$ cat src/logic/crcgen_consts.vh
// Constants for the CRC-16 byte generator: offsets, fields, resets, responses, FIFO shape
`ifndef CRCGEN_CONSTS_VH
`define CRCGEN_CONSTS_VH

// ==========================================================================
// Register byte offsets (one aligned 32-bit word each)
`define CRCGEN_OFS_HIGH 8'h00
`define CRCGEN_OFS_LOW 8'h04
`define CRCGEN_OFS_STATUS 8'h08
`define CRCGEN_OFS_MODE 8'h0c

// ==========================================================================
// Field positions and values
`define CRCGEN_POLY 16'h1021
`define CRCGEN_CRC_RESET 16'h0000
`define CRCGEN_BYTE_BITS 4'h8
`define CRCGEN_MODE_RUN 2'h0
`define CRCGEN_MODE_WAIT 2'h1
`define CRCGEN_MODE_LSTOP 2'h2
`define CRCGEN_MODE_DSTOP 2'h3
`define CRCGEN_ST_ARMED 0
`define CRCGEN_ST_BUSY 1
`define CRCGEN_ST_FEMPTY 2
`define CRCGEN_ST_FFULL 3

// ==========================================================================
// AXI4-Lite responses
`define CRCGEN_RESP_OKAY 2'h0
`define CRCGEN_RESP_SLVERR 2'h2

// ==========================================================================
// FIFO shape
`define CRCGEN_FIFO_DEPTH 32
`define CRCGEN_FIFO_AW 5

`endif

$ cat src/logic/crcgen_fifo.v
// Byte queue module lives beside the top level in crcgen_top.v

$ cat src/logic/crcgen_top.v
// CRC-16 (poly 0x1021) byte generator with AXI4-Lite register slave
//
// The address map and the AXI4-Lite register port were left to the implementer.
`include "crcgen_consts.vh"
`default_nettype none

// Summary of operation
// RULE1 - Sixteen-bit CRC, polynomial 0x1021, shift register
// RULE2 - High write loads bits 15-8, arms seed
// RULE3 - Armed low write loads bits 7-0, disarms
// RULE4 - Unarmed low write shifts eight bits, MSB first
// RULE5 - Result readable the cycle after data
// RULE6 - High read returns bits 15-8
// RULE7 - Low read returns bits 7-0
// RULE8 - Each byte continues from previous CRC value
// RULE9 - High write restarts seed sequence anytime
// RULE10 - No augmentation, no final complement
// RULE11 - Matches published reference check values
// RULE12 - Software writes seed high, low, data
// RULE13 - Deep stop halts, returns reset state
// RULE14 - Light stop freezes, resumes on run
// RULE15 - Reset clears CRC and seed arm
module crcgen_top (
  input wire sys_clk_in,
  input wire srst_in,
  // AXI4-Lite write address
  input wire [7:0] s_axi_awaddr_in,
  input wire s_axi_awvalid_in,
  output reg s_axi_awready_out,
  // AXI4-Lite write data
  input wire [31:0] s_axi_wdata_in,
  input wire [3:0] s_axi_wstrb_in,
  input wire s_axi_wvalid_in,
  output reg s_axi_wready_out,
  // AXI4-Lite write response
  output reg [1:0] s_axi_bresp_out,
  output reg s_axi_bvalid_out,
  input wire s_axi_bready_in,
  // AXI4-Lite read address
  input wire [7:0] s_axi_araddr_in,
  input wire s_axi_arvalid_in,
  output reg s_axi_arready_out,
  // AXI4-Lite read data
  output reg [31:0] s_axi_rdata_out,
  output reg [1:0] s_axi_rresp_out,
  output reg s_axi_rvalid_out,
  input wire s_axi_rready_in
);
  // ========================================================================
  // Write channel capture
  reg [7:0] aw_addr_r; // Held write address
  reg aw_have_r; // Write address captured
  reg [31:0] w_data_r; // Held write data
  reg w_strb0_r; // Low byte lane strobe
  reg w_have_r; // Write data captured
  wire wr_go; // Both halves present, response free
  reg wr_blocked; // Write waits on FIFO space

  // ========================================================================
  // Core state
  reg [15:0] crc_r; // CRC shift register
  reg [15:0] crc_nxt;
  reg armed_r; // Seed low byte expected next
  reg armed_nxt;
  reg [1:0] mode_r; // Power mode control
  reg [1:0] mode_prev_r; // Mode seen last cycle
  wire halted; // Either stop mode freezes the engine
  wire dstop_exit; // Leaving deep stop

  // ========================================================================
  // Byte FIFO: {is_high, byte}; commands kept in order
  wire fifo_in_valid;
  wire fifo_in_ready;
  wire [8:0] fifo_in_data;
  wire fifo_out_valid;
  wire fifo_out_ready;
  wire [8:0] fifo_out_data;
  wire fifo_empty;
  wire fifo_full;

  // ========================================================================
  // Address decode for the captured write
  reg wr_to_high;
  reg wr_to_low;
  reg wr_to_mode;
  reg wr_bad;
  always @* begin
    wr_to_high = 1'b0;
    wr_to_low = 1'b0;
    wr_to_mode = 1'b0;
    wr_bad = 1'b0;
    // Word-aligned compare: byte lane bits forced to zero
    if ({aw_addr_r[7:2], 2'b00} == `CRCGEN_OFS_HIGH) begin
      wr_to_high = 1'b1;
    end else if ({aw_addr_r[7:2], 2'b00} == `CRCGEN_OFS_LOW) begin
      wr_to_low = 1'b1;
    end else if ({aw_addr_r[7:2], 2'b00} == `CRCGEN_OFS_MODE) begin
      wr_to_mode = 1'b1;
    end else if ({aw_addr_r[7:2], 2'b00} == `CRCGEN_OFS_STATUS) begin
      wr_to_mode = 1'b0; // Status is read only, write ignored
    end else begin
      wr_bad = 1'b1;
    end
  end

  // Byte writes into CRC registers go through the FIFO; a full FIFO stalls
  // the bus write, so back-pressure reaches the master.
  always @* begin
    wr_blocked = (wr_to_high | wr_to_low) & w_strb0_r & ~fifo_in_ready;
  end
  assign wr_go = aw_have_r & w_have_r & ~s_axi_bvalid_out & ~wr_blocked;
  assign fifo_in_valid = aw_have_r & w_have_r & ~s_axi_bvalid_out &
    (wr_to_high | wr_to_low) & w_strb0_r;
  assign fifo_in_data = {wr_to_high, w_data_r[7:0]};

  // ========================================================================
  // AXI write side: accept address and data in either order
  always @(posedge sys_clk_in) begin
    if (srst_in) begin
      aw_have_r <= 1'b0;
      w_have_r <= 1'b0;
      aw_addr_r <= 8'h00;
      w_data_r <= 32'h00000000;
      w_strb0_r <= 1'b0;
      s_axi_awready_out <= 1'b0;
      s_axi_wready_out <= 1'b0;
      s_axi_bvalid_out <= 1'b0;
      s_axi_bresp_out <= `CRCGEN_RESP_OKAY;
    end else begin
      // Ready is one-cycle pulse taking the item
      s_axi_awready_out <= 1'b0;
      s_axi_wready_out <= 1'b0;
      if (s_axi_awvalid_in & ~aw_have_r & ~s_axi_awready_out) begin
        s_axi_awready_out <= 1'b1;
        aw_have_r <= 1'b1;
        aw_addr_r <= s_axi_awaddr_in;
      end
      if (s_axi_wvalid_in & ~w_have_r & ~s_axi_wready_out) begin
        s_axi_wready_out <= 1'b1;
        w_have_r <= 1'b1;
        w_data_r <= s_axi_wdata_in;
        w_strb0_r <= s_axi_wstrb_in[0];
      end
      if (wr_go) begin
        aw_have_r <= 1'b0;
        w_have_r <= 1'b0;
        s_axi_bvalid_out <= 1'b1;
        s_axi_bresp_out <= wr_bad ? `CRCGEN_RESP_SLVERR :
          `CRCGEN_RESP_OKAY;
      end else if (s_axi_bvalid_out & s_axi_bready_in) begin
        s_axi_bvalid_out <= 1'b0;
      end
    end
  end

  // ========================================================================
  // Mode register; deep stop entry/exit handled in core
  always @(posedge sys_clk_in) begin
    if (srst_in) begin
      mode_r <= `CRCGEN_MODE_RUN;
      mode_prev_r <= `CRCGEN_MODE_RUN;
    end else begin
      mode_prev_r <= mode_r;
      if (wr_go & wr_to_mode & w_strb0_r) begin
        mode_r <= w_data_r[1:0];
      end
    end
  end
  assign halted = (mode_r == `CRCGEN_MODE_LSTOP) |
    (mode_r == `CRCGEN_MODE_DSTOP); // [RULE13] [RULE14]
  assign dstop_exit = (mode_prev_r == `CRCGEN_MODE_DSTOP) &
    (mode_r != `CRCGEN_MODE_DSTOP);

  // ========================================================================
  // FIFO instance between bus and CRC engine
  crcgen_fifo #(
    .WIDTH(9),
    .DEPTH(`CRCGEN_FIFO_DEPTH),
    .AW(`CRCGEN_FIFO_AW)
  ) u_fifo (
    .sys_clk_in(sys_clk_in),
    .srst_in(srst_in),
    .in_valid_in(fifo_in_valid),
    .in_ready_out(fifo_in_ready),
    .in_data_in(fifo_in_data),
    .out_valid_out(fifo_out_valid),
    .out_ready_in(fifo_out_ready),
    .out_data_out(fifo_out_data),
    .empty_out(fifo_empty),
    .full_out(fifo_full)
  );
  // Engine drains one byte per cycle unless stopped; the queue also
  // waits while deep-stop exit clears the engine, or a byte is lost
  assign fifo_out_ready = ~halted & ~dstop_exit; // [RULE14] [RULE13]

  // ========================================================================
  // CRC engine: eight MSB-first steps in one cycle, no augmentation and
  // no complement, so the register holds the raw remainder.
  always @* begin : crc_step
    integer i;
    reg fb;
    i = 0;
    crc_nxt = crc_r;
    armed_nxt = armed_r;
    fb = 1'b0;
    if (fifo_out_valid & fifo_out_ready) begin
      if (fifo_out_data[8]) begin
        crc_nxt = {fifo_out_data[7:0], crc_r[7:0]}; // [RULE2]
        armed_nxt = 1'b1; // [RULE9]
      end else if (armed_r) begin
        crc_nxt = {crc_r[15:8], fifo_out_data[7:0]}; // [RULE3]
        armed_nxt = 1'b0;
      end else begin
        // Start from previous value, byte MSB first [RULE4] [RULE8]
        for (i = 7; i >= 0; i = i - 1) begin
          fb = crc_nxt[15] ^ fifo_out_data[i];
          crc_nxt = {crc_nxt[14:0], 1'b0} ^
            (fb ? `CRCGEN_POLY : 16'h0000); // [RULE1] [RULE10] [RULE11]
        end
      end
    end
  end

  // Register update; deep-stop exit returns to reset contents
  always @(posedge sys_clk_in) begin
    if (srst_in | dstop_exit) begin
      crc_r <= `CRCGEN_CRC_RESET; // [RULE15] [RULE13]
      armed_r <= 1'b0;
    end else begin
      crc_r <= crc_nxt; // [RULE5]
      armed_r <= armed_nxt;
    end
  end

  // ========================================================================
  // AXI read side: data returned in the same cycle the address is taken
  reg [31:0] rd_word; // Decoded read value
  reg rd_bad;
  always @* begin
    rd_word = 32'h00000000;
    rd_bad = 1'b0;
    if ({s_axi_araddr_in[7:2], 2'b00} == `CRCGEN_OFS_HIGH) begin
      rd_word = {24'h000000, crc_r[15:8]}; // [RULE6]
    end else if ({s_axi_araddr_in[7:2], 2'b00} == `CRCGEN_OFS_LOW) begin
      rd_word = {24'h000000, crc_r[7:0]}; // [RULE7]
    end else if ({s_axi_araddr_in[7:2], 2'b00} == `CRCGEN_OFS_STATUS) begin
      rd_word = {28'h0000000, fifo_full, fifo_empty, ~fifo_empty, armed_r};
    end else if ({s_axi_araddr_in[7:2], 2'b00} == `CRCGEN_OFS_MODE) begin
      rd_word = {30'h0, mode_r};
    end else begin
      rd_bad = 1'b1;
    end
  end

  always @(posedge sys_clk_in) begin
    if (srst_in) begin
      s_axi_arready_out <= 1'b0;
      s_axi_rvalid_out <= 1'b0;
      s_axi_rdata_out <= 32'h00000000;
      s_axi_rresp_out <= `CRCGEN_RESP_OKAY;
    end else begin
      s_axi_arready_out <= 1'b0;
      if (s_axi_arvalid_in & ~s_axi_rvalid_out & ~s_axi_arready_out) begin
        // Reads wait for queued bytes outside the stop modes, so there a read
        // after a data write always sees that byte's result
        if (fifo_empty | halted) begin
          s_axi_arready_out <= 1'b1;
          s_axi_rvalid_out <= 1'b1;
          s_axi_rdata_out <= rd_word;
          s_axi_rresp_out <= rd_bad ? `CRCGEN_RESP_SLVERR :
            `CRCGEN_RESP_OKAY;
        end
      end else if (s_axi_rvalid_out & s_axi_rready_in) begin
        s_axi_rvalid_out <= 1'b0;
      end
    end
  end
endmodule // crcgen_top

// ==========================================================================
// Synchronous valid/ready FIFO built from flip-flops
module crcgen_fifo #(
  parameter WIDTH = 9,
  parameter DEPTH = 32,
  parameter AW = 5
) (
  input wire sys_clk_in,
  input wire srst_in,
  input wire in_valid_in,
  output wire in_ready_out,
  input wire [WIDTH-1:0] in_data_in,
  output wire out_valid_out,
  input wire out_ready_in,
  output wire [WIDTH-1:0] out_data_out,
  output wire empty_out,
  output wire full_out
);
  // ========================================================================
  // Storage and pointers
  reg [WIDTH-1:0] mem_r [0:DEPTH-1]; // Entry storage
  reg [AW-1:0] wptr_r; // Write index
  reg [AW-1:0] rptr_r; // Read index
  reg [AW:0] count_r; // Occupancy, one bit wider than index
  wire push; // Entry accepted this cycle
  wire pop; // Entry drained this cycle

  assign full_out = (count_r == DEPTH[AW:0]);
  assign empty_out = (count_r == {(AW+1){1'b0}});
  assign in_ready_out = ~full_out;
  assign out_valid_out = ~empty_out;
  assign out_data_out = mem_r[rptr_r];
  assign push = in_valid_in & ~full_out;
  assign pop = out_ready_in & ~empty_out;

  // ========================================================================
  // Pointer and count update
  always @(posedge sys_clk_in) begin
    if (srst_in) begin
      wptr_r <= {AW{1'b0}};
      rptr_r <= {AW{1'b0}};
      count_r <= {(AW+1){1'b0}};
    end else begin
      if (push) begin
        wptr_r <= (wptr_r == DEPTH[AW-1:0] - 1'b1) ? {AW{1'b0}} :
          wptr_r + 1'b1;
      end
      if (pop) begin
        rptr_r <= (rptr_r == DEPTH[AW-1:0] - 1'b1) ? {AW{1'b0}} :
          rptr_r + 1'b1;
      end
      // Simultaneous push and pop keeps count
      if (push & ~pop) begin
        count_r <= count_r + 1'b1;
      end else if (pop & ~push) begin
        count_r <= count_r - 1'b1;
      end
    end
  end

  // Data array has no reset; only valid entries are ever read
  always @(posedge sys_clk_in) begin
    if (push) begin
      mem_r[wptr_r] <= in_data_in;
    end
  end
endmodule // crcgen_fifo

`default_nettype wire

$ cat config.mk
export PLATFORM = sky130hd
export DESIGN_NAME = crcgen_top
export DESIGN_NICKNAME = d
export VERILOG_FILES = /design/src/logic/crcgen_fifo.v /design/src/logic/crcgen_top.v
export VERILOG_INCLUDE_DIRS = /design/src /design/src/logic
export SDC_FILE = /design/constraint.sdc
export NUM_CORES = 1
export LEC_CHECK = 0
export ABC_CLOCK_PERIOD_IN_PS = 3800
export BUFFER_PORTS_ARGS = -buffer_cell sky130_fd_sc_hd__buf_2
export CAP_MARGIN = 5
export CELL_PAD_IN_SITES_DETAIL_PLACEMENT = 0
export CELL_PAD_IN_SITES_GLOBAL_PLACEMENT = 2
export CORE_MARGIN = 1.5
export CORE_UTILIZATION = 30
export DETAILED_ROUTE_END_ITERATION = 8
export HOLD_SLACK_MARGIN = 0.1
export PLACE_DENSITY_LB_ADDON = 0.1
export RECOVER_POWER = 25
export SLEW_MARGIN = 20
export SYNTH_ARGS = -nofsm -noshare
export SYNTH_HDL_FRONTEND = slang
export SYNTH_SLANG_ARGS = --single-unit
$ cat constraint.sdc
create_clock -name sys_clk_in -period 3.8 [get_ports sys_clk_in]
set_input_delay 0.57 -clock sys_clk_in [delete_from_list [all_inputs] [get_ports sys_clk_in]]
set_output_delay 0.57 -clock sys_clk_in [all_outputs]
set_load 0.01 [all_outputs]
==> out/metrics.csv, run 1 <==
stage;metric;value;unit
power;clock power share;0.335;
cells_and_area;share of cells above drive strength 1;0.249;
grt;gr ovfl total;0;
floorplanning;Initial Utilization;0.305;
synth;asr flop ratio synth;0;
floorplanning;CORE AREA;0.0492;sq mm
synth;Netlist cell types;64;
timing;final hold violations;0;
synth;Post-synth EDFFs;288;
clocking;clock sinks;362;
synth;Yosys Warn Count;0;
clocking;CTS Root Cell;clkbuf_16;
synth;Netlist Area Pre-Place;0.0150;sq mm
placement;Cells after DPL;1674;
placement;detailed placer's ending HPWL;25700;microns
power;Peak VDD IR;0.239;mV
cells_and_area;area added between synthesis and finish;18.3;%
power;sequential share of power;0.405;
grt;first-pass GRT wire length;58000;microns
critical_path;Worst R2R Path Depth;16;
cells_and_area;non-filler cells, final;1752;
placement;Buffers on Ports;42;
critical_path;r2r setup slk;0.32;ns
min_path;Hold WC Path Type;primary input to register;
power;LEAKAGE;6.01;nW
synth;Syn Area/Cell;16.1;sq um
power;switching share of power;0.290;
status;outcome;complete, but fails checks;
clocking;clock latency on the worst-skew pair;0.55;ns
detailed_routing;drt wl/cell;22.4;microns
critical_path;crit end category;register;
placement;gpl congestion;0.726;
critical_path;Worst Path Arrival;3.96;ns
synth;top_reg_cell synth;edfxtp_1;
synth;Synth Instances;933;
timing;measured slew at the worst slew-check pin;1.83;ns
critical_path;largest fanout on the critical path;4;
timing;FMAX;287;MHz
synth;sequential area share after synthesis;0.675;
clocking;Num CTS Buffers;42;
clocking;clock tree buffer depth;3;
critical_path;CP Class;register to register;
timing;Tcrit/Tclk final;0.916;
power;P_sw;3.40;mW
timing;final setup fails;0;
grt;GRT Total Usage;0.159;
min_path;worst hold path depth;3;
power;Internal;8.32;mW
grt;initial antenna violation count;1;
job;MaxCap Viol Count;4;
detailed_routing;First-pass DRT Iterations;5;
clocking;Max H-tree Level;2;
timing;Layout Skew;0.0140;ns
critical_path;Startpoint Class;register;
floorplanning;Placement Rows;81;
floorplanning;die width;227;microns
power;Power Density;660;mW/mm^2
grt;number of global-route vias before repair;8315;
synth;Yosys reg bits;362;
clocking;Setup Buffers After CTS;0;
floorplanning;die height;227;microns
floorplanning;# IOs;100;
detailed_routing;Initial DRC Count;515;
grt;largest net degree at the start of global routing;52;
detailed_routing;Antenna Nets Post-Route;0;
detailed_routing;DRC;0;
timing;post-layout min period;3.48;ns
detailed_routing;Routed WL;39200;microns
critical_path;crit-path cells;or4_1, nor3_1, buf_4, nor2_1, and2_1, clkinv_1, ha_1, inv_1, buf_4, ha_1, a21oi_2, o21bai_1, a21oi_1, xnor2_1, or3_1, a21oi_1;
power;Comb pwr share;0.259;
critical_path;CP required;4.28;ns
critical_path;critical path's slowest cell;or4_1;
timing;Rel. slew slack;-0.220;
min_path;hold wc startpoint;s_axi_wdata_in[2];
clocking;CTS tree;built;
detailed_routing;drt via density;4.63;
timing;setup TNS;0;ns
timing;Slew Limit Fails;134;
critical_path;RR Endpoint;u_fifo.count_r[5]$_SDFFE_PP0P_;
critical_path;Crit path largest cell delay;0.58;ns
min_path;Worst Hold Path EP;w_data_r[2]$_SDFFE_PP0P_;
cells_and_area;most frequent cells in the layout;edfxtp_1, nor2_1, buf_4, dfxtp_1, mux4_2;
timing;RSZ-0062 raised after global routing;false;
detailed_routing;via count of the routed design;8118;
floorplanning;Die Footprint;0.0514;sq mm
critical_path;Reg2Reg Launch Point;u_fifo.count_r[3]$_SDFFE_PP0P_;
cells_and_area;# nets final;1126;
status;failing checks;capacitance limit, slew limit;
clocking;clock-pin slew on the worst setup and hold paths;0.06;ns
cells_and_area;commonest non-fill, non-tap cell in the layout;edfxtp_1;
power groups by stage:
stage	Combinational, mW	Sequential, mW	Clock, mW
after global routing	3.34	4.79	4.21
after floorplan	2.23	4.66	0
after global placement	3.10	4.84	0
final	3.04	4.75	3.92
after CTS	3.10	4.76	4.05
after detailed placement	3.08	4.84	0
area by class of cell:
class                      count  area (sq um)
fill                        4698         31400
sequential                   362         10100
multi-input combinational    511          4490
clock buffer                  55          1150
timing repair buffer         126           912
tap                          664           831
clock inverter                22           181
inverter                      11          41.3
antenna                        1          2.50
sequential cells by signal (all words and copies together), names as in the netlist, named ones only:
register / flops
aw_addr_r: 6
u_fifo.count_r: 6
s_axi_rresp_out: 1
s_axi_awready_out: 1
s_axi_wready_out: 1
s_axi_rvalid_out: 1
s_axi_arready_out: 1
w_data_r: 8
armed_r: 1
s_axi_bresp_out: 1
w_have_r: 1
u_fifo.mem_r: 288
crc_r: 16
s_axi_rdata_out: 8
mode_prev_r: 2
w_strb0_r: 1
mode_r: 2
u_fifo.wptr_r: 5
u_fifo.rptr_r: 5
aw_have_r: 1
s_axi_bvalid_out: 1
worst max-delay path by stage:
stage / startpoint / endpoint / slack [ns] / cells after the start
finish: u_fifo.count_r[3]$_SDFFE_PP0P_ / u_fifo.count_r[5]$_SDFFE_PP0P_ / 0.32 / 16
global route: u_fifo.count_r[3]$_SDFFE_PP0P_ / u_fifo.count_r[5]$_SDFFE_PP0P_ / 0.04 / 16
CTS: u_fifo.count_r[3]$_SDFFE_PP0P_ / u_fifo.count_r[5]$_SDFFE_PP0P_ / 0.24 / 16
detailed placement: u_fifo.count_r[3]$_SDFFE_PP0P_ / u_fifo.count_r[5]$_SDFFE_PP0P_ / 0.26 / 16
global placement: u_fifo.count_r[3]$_SDFFE_PP0P_ / u_fifo.count_r[5]$_SDFFE_PP0P_ / 0.24 / 16
floorplan: u_fifo.count_r[3]$_SDFFE_PP0P_ / u_fifo.count_r[5]$_SDFFE_PP0P_ / 0.34 / 15
kinds of logic (layout without fill, tap and decap cells):
logic type	Yosys count	after routing	synth area share
flip-flops	362	362	0.675
AND/OR/NAND/NOR	191	191	0.0590
multiplexers	133	133	0.147
AO/OA/AOI/OAI	112	112	0.0476
buffers and inverters	85	214	0.0328
XOR/XNOR	36	36	0.0276
adder cells (fa/ha/maj)	13	13	0.0113
other	1	27	0.000250
critical path, delay by kind of cell, from the launching register on:
kind	cells	cell delay, ns
AOI/OAI and AO/OA	4	0.60
xor gates and xnor gates	1	0.09
and+or+nand+nor	5	1.38
adders and majority gates	2	0.52
DFF	1	0.32
buffers and inverters	4	0.48
through the flow:
step | instance area [sq um] | hold slack, ns | total power, mW | worst slack [ns] | util
floorplan | 15100 | 0.455 | 6.88 | 0.343 | -
global placement | 16400 | 0.474 | 7.94 | 0.238 | 0.334
detailed placement | 16400 | 0.480 | 7.93 | 0.256 | 0.334
CTS | 17800 | 0.212 | 11.9 | 0.238 | 0.361
global route | 17700 | 0.229 | 12.3 | 0.0413 | 0.361
finish | 17800 | 0.252 | 11.7 | 0.319 | 0.361
per-layer routing:
metal | global-route usage | share of wire
met3 | 0.0279 | 0.045
met4 | 0.0443 | 0.016
met1 | 0.241 | 0.50
met5 | 0 | 0
met2 | 0.231 | 0.44
synth_stat cells, types with 12 or more instances:
cell,count,area (sq um)
edfxtp_1,288,8650
nor2_1,98,368
dfxtp_1,74,1480
mux4_2,68,1530
mux2i_1,60,601
a21oi_1,41,205
clkbuf_1,28,105
nand2_1,28,105
buf_4,27,203
o21ai_0,19,95.1
nor2b_1,18,113
xnor2_1,17,149
a22oi_1,14,105
ha_1,12,150
repair_timing:
action                                  in CTS  in global routing
endpoints found under the hold margin        0                  0
endpoints found under the setup margin       0                  1
hold buffers                                 0                  0
resized for setup                            0                  1
Note: power is estimated with default switching activity, not from simulation.
==> inputs of run 2 (changes only) <==
- CORE_UTILIZATION: 30 -> 29
==> run 2 against run 1 <==
The flow still finishes with violations (capacitance limit, slew limit). Final cell count up 0.74%. Wire length grew 2.9%. Final area down 0.11%. Critical path depth down 7. Global-route usage down 0.37 points. First-iteration DRC count rose by 8.3%. Critical endpoint is now crc_r[15]$_SDFFE_PP0P_. Largest cell class unchanged.
==> out/metrics.csv, run 2 (same netlist as run 1, synthesis figures left out) <==
stage;metric;value;unit
status;outcome;complete, but fails checks;
status;failing checks;capacitance limit, slew limit;
clocking;clock latency on the worst-skew pair;0.56;ns
cells_and_area;Final Cell Area;0.0177;sq mm
timing;FMAX;284;MHz
critical_path;crit end category;register;
floorplanning;CORE AREA;0.0512;sq mm
critical_path;Startpoint Class;register;
cells_and_area;Biggest register;u_fifo.mem_r;
timing;Tcrit/Tclk final;0.927;
detailed_routing;via count of the routed design;8095;
timing;Rel. slew slack;-0.160;
critical_path;CP dominant cell by count;mux4_2;
power;Peak VDD IR;0.299;mV
clocking;CTS Root Cell;clkbuf_16;
floorplanning;# IOs;100;
clocking;CTS tree;built;
floorplanning;die height;231;microns
clocking;Max H-tree Level;2;
detailed_routing;Antenna Nets Post-Route;0;
min_path;Hold WC Path Type;primary input to register;
placement;detailed placer's ending HPWL;25800;microns
timing;final setup fails;0;
cells_and_area;Top Registers;u_fifo.mem_r x288, crc_r x16;
cells_and_area;Largest register FFs;288;
clocking;Post-CTS Resized;0;
critical_path;critical path's slowest cell;dfxtp_4;
critical_path;largest fanout on the critical path;26;
timing;setup TNS;0;ns
grt;initial antenna violation count;2;
cells_and_area;post-layout util;0.346;
critical_path;Crit path largest cell delay;0.75;ns
cells_and_area;commonest non-fill, non-tap cell in the layout;edfxtp_1;
critical_path;CP required;4.24;ns
job;MaxCap Viol Count;3;
placement;pre-CTS setup slack;0.179;ns
clocking;Setup Buffers After CTS;0;
floorplanning;Initial Utilization;0.293;
floorplanning;Placement Rows;83;
clocking;clock-pin slew on the worst setup and hold paths;0.06;ns
power;LEAKAGE;6.00;nW
placement;Buffers on Ports;42;
clocking;Num CTS Buffers;43;
floorplanning;Die Footprint;0.0531;sq mm
grt;gr ovfl total;0;
timing;RSZ-0062 raised after global routing;false;
critical_path;r2r setup slk;0.28;ns
cells_and_area;share of cells above drive strength 1;0.251;
grt;GRT Total Usage;0.155;
cells_and_area;area added between synthesis and finish;18.1;%
detailed_routing;Routed WL;40300;microns
clocking;clock sinks;362;
timing;Slew Limit Fails;99;
grt;number of global-route vias before repair;8364;
power;Power Density;658;mW/mm^2
power;total power;11.7;mW
cells_and_area;most frequent cells in the layout;edfxtp_1, nor2_1, buf_4, dfxtp_1, mux4_2;
critical_path;Crit path max-delay family;multiplexers;
floorplanning;die width;231;microns
timing;Setup WS post-layout;0.278;ns
clocking;clock tree buffer depth;3;
detailed_routing;First-pass DRT Iterations;5;
grt;largest net degree at the start of global routing;35;
detailed_routing;drt wl/cell;22.9;microns
placement;gpl congestion;0.722;
timing;measured slew at the worst slew-check pin;1.74;ns
critical_path;Buf/Inv on CP;1;
critical_path;crit-path cells;buf_12, mux4_2, mux4_2, mux2_2, xor2_2, xnor2_2, xnor2_1, xor2_1, a21oi_1;
critical_path;Worst Path Arrival;3.97;ns
placement;placed inst area;0.0164;sq mm
critical_path;CP Class;register to register;
detailed_routing;drt via density;4.59;
grt;first-pass GRT wire length;59100;microns
cells_and_area;# nets final;1124;
timing;Layout Skew;0.0226;ns
detailed_routing;Initial DRC Count;558;
detailed_routing;DRC;0;
timing;final hold violations;0;
timing;post-layout min period;3.52;ns
clocking;Hold-fix buffers, CTS;0;
[run 2: changes by cell type in the layout (fill, tap and decap cells not counted), sizes merged]
cell | before | now
clkbuf | 60 | 63
clkinv | 18 | 13
clkinvlp | 2 | 3
buf | 121 | 119
[run 2: worst paths after layout]
check	startpoint	to	depth (start not counted)
worst max register to register	register	crc_r[15]$_SDFFE_PP0P_	9
worst min-delay path	s_axi_wdata_in[3]	w_data_r[3]$_SDFFE_PP0P_	3
worst max-delay path	register	crc_r[15]$_SDFFE_PP0P_	9
worst min register to register	s_axi_rdata_out[6]$_SDFFE_PP0P_	s_axi_rdata_out[6]$_SDFFE_PP0P_	2
[run 2: layer usage]
layer  vias up  track usage  part of all wire
li1       3777            -                 -
met4         0       0.0464             0.021
met3        55       0.0211             0.026
met2        99        0.232              0.45
met5         -            0                 0
met1      4164        0.233              0.51
[run 2: report_power, final]
group / internal [mW] / switching [mW] / leakage (nW)
Clock: 2.35 / 1.61 / 0.653
Sequential: 4.45 / 0.308 / 3.25
Combinational: 1.47 / 1.48 / 2.09
Total: 8.27 / 3.40 / 6.00
[run 2: area by class of cell]
cell class              count  area, sq um
multi-input cells         511         4490
clock inverters            18          174
well taps                 680          851
diodes                      1         2.50
fillers                  4954        33500
inverters                  11         41.3
clock buffers              59         1170
repair buffers            123          868
flip-flops and latches    362        10100
[run 2: stage by stage]
step           instances  hold WS (ns)
5_1_grt             1764         0.235
4_1_cts             1764         0.202
6_report            1765         0.242
3_5_place_dp        1687         0.480
2_1_floorplan        958         0.455
3_3_place_gp        1687         0.468
[run 2: worst reg2reg max path, delay by kind of cell (launching register included)]
kind	cells	cell delay (ns)
AOI/OAI and AO/OA	1	0.08
buffers and inverters	1	0.30
xor gates and xnor gates	4	0.83
DFF	1	0.75
muxes	3	1.44
==> inputs of run 3 (changes only) <==
- ABC_CLOCK_PERIOD_IN_PS: 3800 -> 3900
- clock period: 3.8 -> 3.9 ns (I/O delays scaled with it)
==> run 3 against run 2 <==
Non-clock buffer count up 2. The flow still finishes with violations (capacitance limit, slew limit). Clock-buffer cell count is the same. Worst hold slack gained 0.027 ns. Sequential power shrank 4%.
==> out/metrics.csv, run 3 (same netlist as run 1, synthesis figures left out) <==
stage;metric;value;unit
status;outcome;complete, but fails checks;
status;failing checks;capacitance limit, slew limit;
clocking;clock sinks;362;
detailed_routing;Routed WL;41000;microns
floorplanning;# IOs;100;
clocking;clock-pin slew on the worst setup and hold paths;0.06;ns
cells_and_area;share of cells above drive strength 1;0.247;
cells_and_area;# nets final;1126;
placement;detailed placer's ending HPWL;27000;microns
cells_and_area;commonest non-fill, non-tap cell in the layout;edfxtp_1;
floorplanning;Die Footprint;0.0531;sq mm
clocking;CTS tree;built;
grt;initial antenna violation count;0;
critical_path;largest fanout on the critical path;5;
critical_path;Buf/Inv on CP;3;
grt;routing usage on met1;0.233;
min_path;Worst Hold Path EP;w_data_r[1]$_SDFFE_PP0P_;
min_path;worst hold path depth;3;
placement;Buffers on Ports;42;
grt;number of global-route vias before repair;8422;
detailed_routing;First-pass DRT Iterations;5;
power;LEAKAGE;6.04;nW
grt;first-pass GRT wire length;59500;microns
critical_path;CP dominant cell by count;a21oi_1;
power;Power Density;649;mW/mm^2
floorplanning;CORE AREA;0.0512;sq mm
detailed_routing;Antenna Nets Post-Route;0;
job;MaxCap Viol Count;4;
grt;GRT Total Usage;0.156;
clocking;Post-CTS Resized;0;
cells_and_area;most frequent cells in the layout;edfxtp_1, nor2_1, buf_4, dfxtp_1, mux4_2;
clocking;Hold-fix buffers, CTS;0;
clocking;Max H-tree Level;2;
clocking;Num CTS Buffers;43;
critical_path;Worst Path Arrival;3.95;ns
floorplanning;Initial Utilization;0.293;
critical_path;RR Endpoint;u_fifo.count_r[5]$_SDFFE_PP0P_;
critical_path;Crit. Startpoint;u_fifo.count_r[3]$_SDFFE_PP0P_;
grt;gr ovfl total;0;
critical_path;critical path's slowest cell;or4_1;
grt;gr busiest metal;met2;
detailed_routing;DRC;0;
critical_path;Crit path largest cell delay;0.56;ns
placement;gpl congestion;0.741;
clocking;Setup Buffers After CTS;0;
critical_path;crit-path cells;or4_1, nor3_1, buf_4, nor2_1, and2_1, clkinv_1, ha_1, inv_1, ha_1, a21o_1, a21oi_1, o21bai_1, a21oi_1, xnor2_1, or3_1, a21oi_1;
critical_path;Reg2Reg Launch Point;u_fifo.count_r[3]$_SDFFE_PP0P_;
detailed_routing;drt wl/cell;23.2;microns
cells_and_area;Biggest register;u_fifo.mem_r;
grt;M3 GR Usage;0.0198;
timing;final hold violations;0;
grt;largest net degree at the start of global routing;35;
cells_and_area;area added between synthesis and finish;18.7;%
timing;FMAX;289;MHz
floorplanning;die width;231;microns
critical_path;r2r setup slk;0.44;ns
clocking;CTS Root Cell;clkbuf_16;
detailed_routing;drt via density;4.66;
critical_path;CP Class;register to register;
cells_and_area;Largest register FFs;288;
critical_path;Worst R2R Path Depth;16;
timing;setup TNS;0;ns
cells_and_area;# fillers;4961;
floorplanning;Placement Rows;83;
cells_and_area;Final Cell Area;0.0178;sq mm
power;Peak VDD IR;0.242;mV
timing;RSZ-0062 raised after global routing;false;
timing;post-layout min period;3.46;ns
detailed_routing;Initial DRC Count;645;
detailed_routing;via count of the routed design;8237;
clocking;clock tree buffer depth;3;
min_path;hold wc startpoint;s_axi_wdata_in[1];
timing;Slew Limit Fails;133;
clocking;clock latency on the worst-skew pair;0.56;ns
critical_path;crit end category;register;
critical_path;Crit path max-delay family;simple AND/OR/NAND/NOR gates;
timing;final setup fails;0;
timing;measured slew at the worst slew-check pin;1.76;ns
placement;placed inst area;0.0164;sq mm
cells_and_area;Top Registers;u_fifo.mem_r x288, crc_r x16;
grt;GRT met2 Usage;0.237;
timing;Rel. slew slack;-0.170;
min_path;Hold WC Path Type;primary input to register;
critical_path;Startpoint Class;register;
floorplanning;die height;231;microns
critical_path;CP required;4.39;ns
timing;Tcrit/Tclk final;0.888;
timing;Layout Skew;0.0119;ns
-- run 3: cell types whose count changed in the layout (fill, tap and decap cells not counted), sizes merged --
cell      previous run  this run
clkinvlp             3         2
inv                 10         9
bufinv               3         5
diode                1         2
buf                119       121
-- run 3: worst max path at each step --
stage / cells after the start / slack (ns) / end
after floorplan: 15 / 0.44 / u_fifo.count_r[5]$_SDFFE_PP0P_
after global placement: 16 / 0.37 / u_fifo.count_r[5]$_SDFFE_PP0P_
after detailed placement: 16 / 0.39 / u_fifo.count_r[5]$_SDFFE_PP0P_
after CTS: 16 / 0.37 / u_fifo.count_r[5]$_SDFFE_PP0P_
after global routing: 16 / 0.09 / u_fifo.count_r[5]$_SDFFE_PP0P_
final: 16 / 0.44 / u_fifo.count_r[5]$_SDFFE_PP0P_
-- run 3: layout make-up --
| type | count | area, sq um | share of cell area |
|---|---|---|---|
| Tap cell | 680 | 851 | 0.0478 |
| Inverter | 11 | 41.3 | 0.00232 |
| Multi-Input combinational cell | 511 | 4490 | 0.252 |
| Clock inverter | 18 | 211 | 0.0119 |
| Timing Repair Buffer | 125 | 881 | 0.0495 |
| Antenna cell | 2 | 5.00 | 0.000281 |
| Sequential cell | 362 | 10100 | 0.569 |
| Clock buffer | 59 | 1200 | 0.0673 |
-- run 3: report_power, final --
part,switching [mW],total (mW),internal [mW]
registers,0.239,4.58,4.34
logic,1.53,2.95,1.42
clock network,1.55,4.02,2.47
-- run 3: worst reg2reg max path, cell delays in order, from the launching register on --
cell and delay [ns]:
dfxtp_1 0.32, or4_1 0.56, nor3_1 0.16, buf_4 0.17, nor2_1 0.09, and2_1 0.21, clkinv_1 0.08, ha_1 0.18
inv_1 0.13, ha_1 0.30, a21o_1 0.18, a21oi_1 0.22, o21bai_1 0.09, a21oi_1 0.19, xnor2_1 0.09, or3_1 0.30
a21oi_1 0.13
-- run 3: routing by layer --
metal / wire, microns / up-vias
li1: - / 3794
met1: 20500 / 4268
met2: 18400 / 131
met3: 1230 / 44
met4: 769 / 0
met5: 0 / -
-- run 3: stage by stage --
stage | hold WS (ns) | setup WS [ns] | util | total power [mW] | cells
6_report | 0.269 | 0.438 | 0.348 | 11.6 | 1768
5_1_grt | 0.262 | 0.0877 | 0.348 | 12.1 | 1766
4_1_cts | 0.234 | 0.367 | 0.348 | 11.8 | 1766
3_5_place_dp | 0.475 | 0.389 | 0.321 | 7.66 | 1689
3_3_place_gp | 0.469 | 0.368 | 0.321 | 7.68 | 1689
2_1_floorplan | 0.455 | 0.443 | - | 6.71 | 958
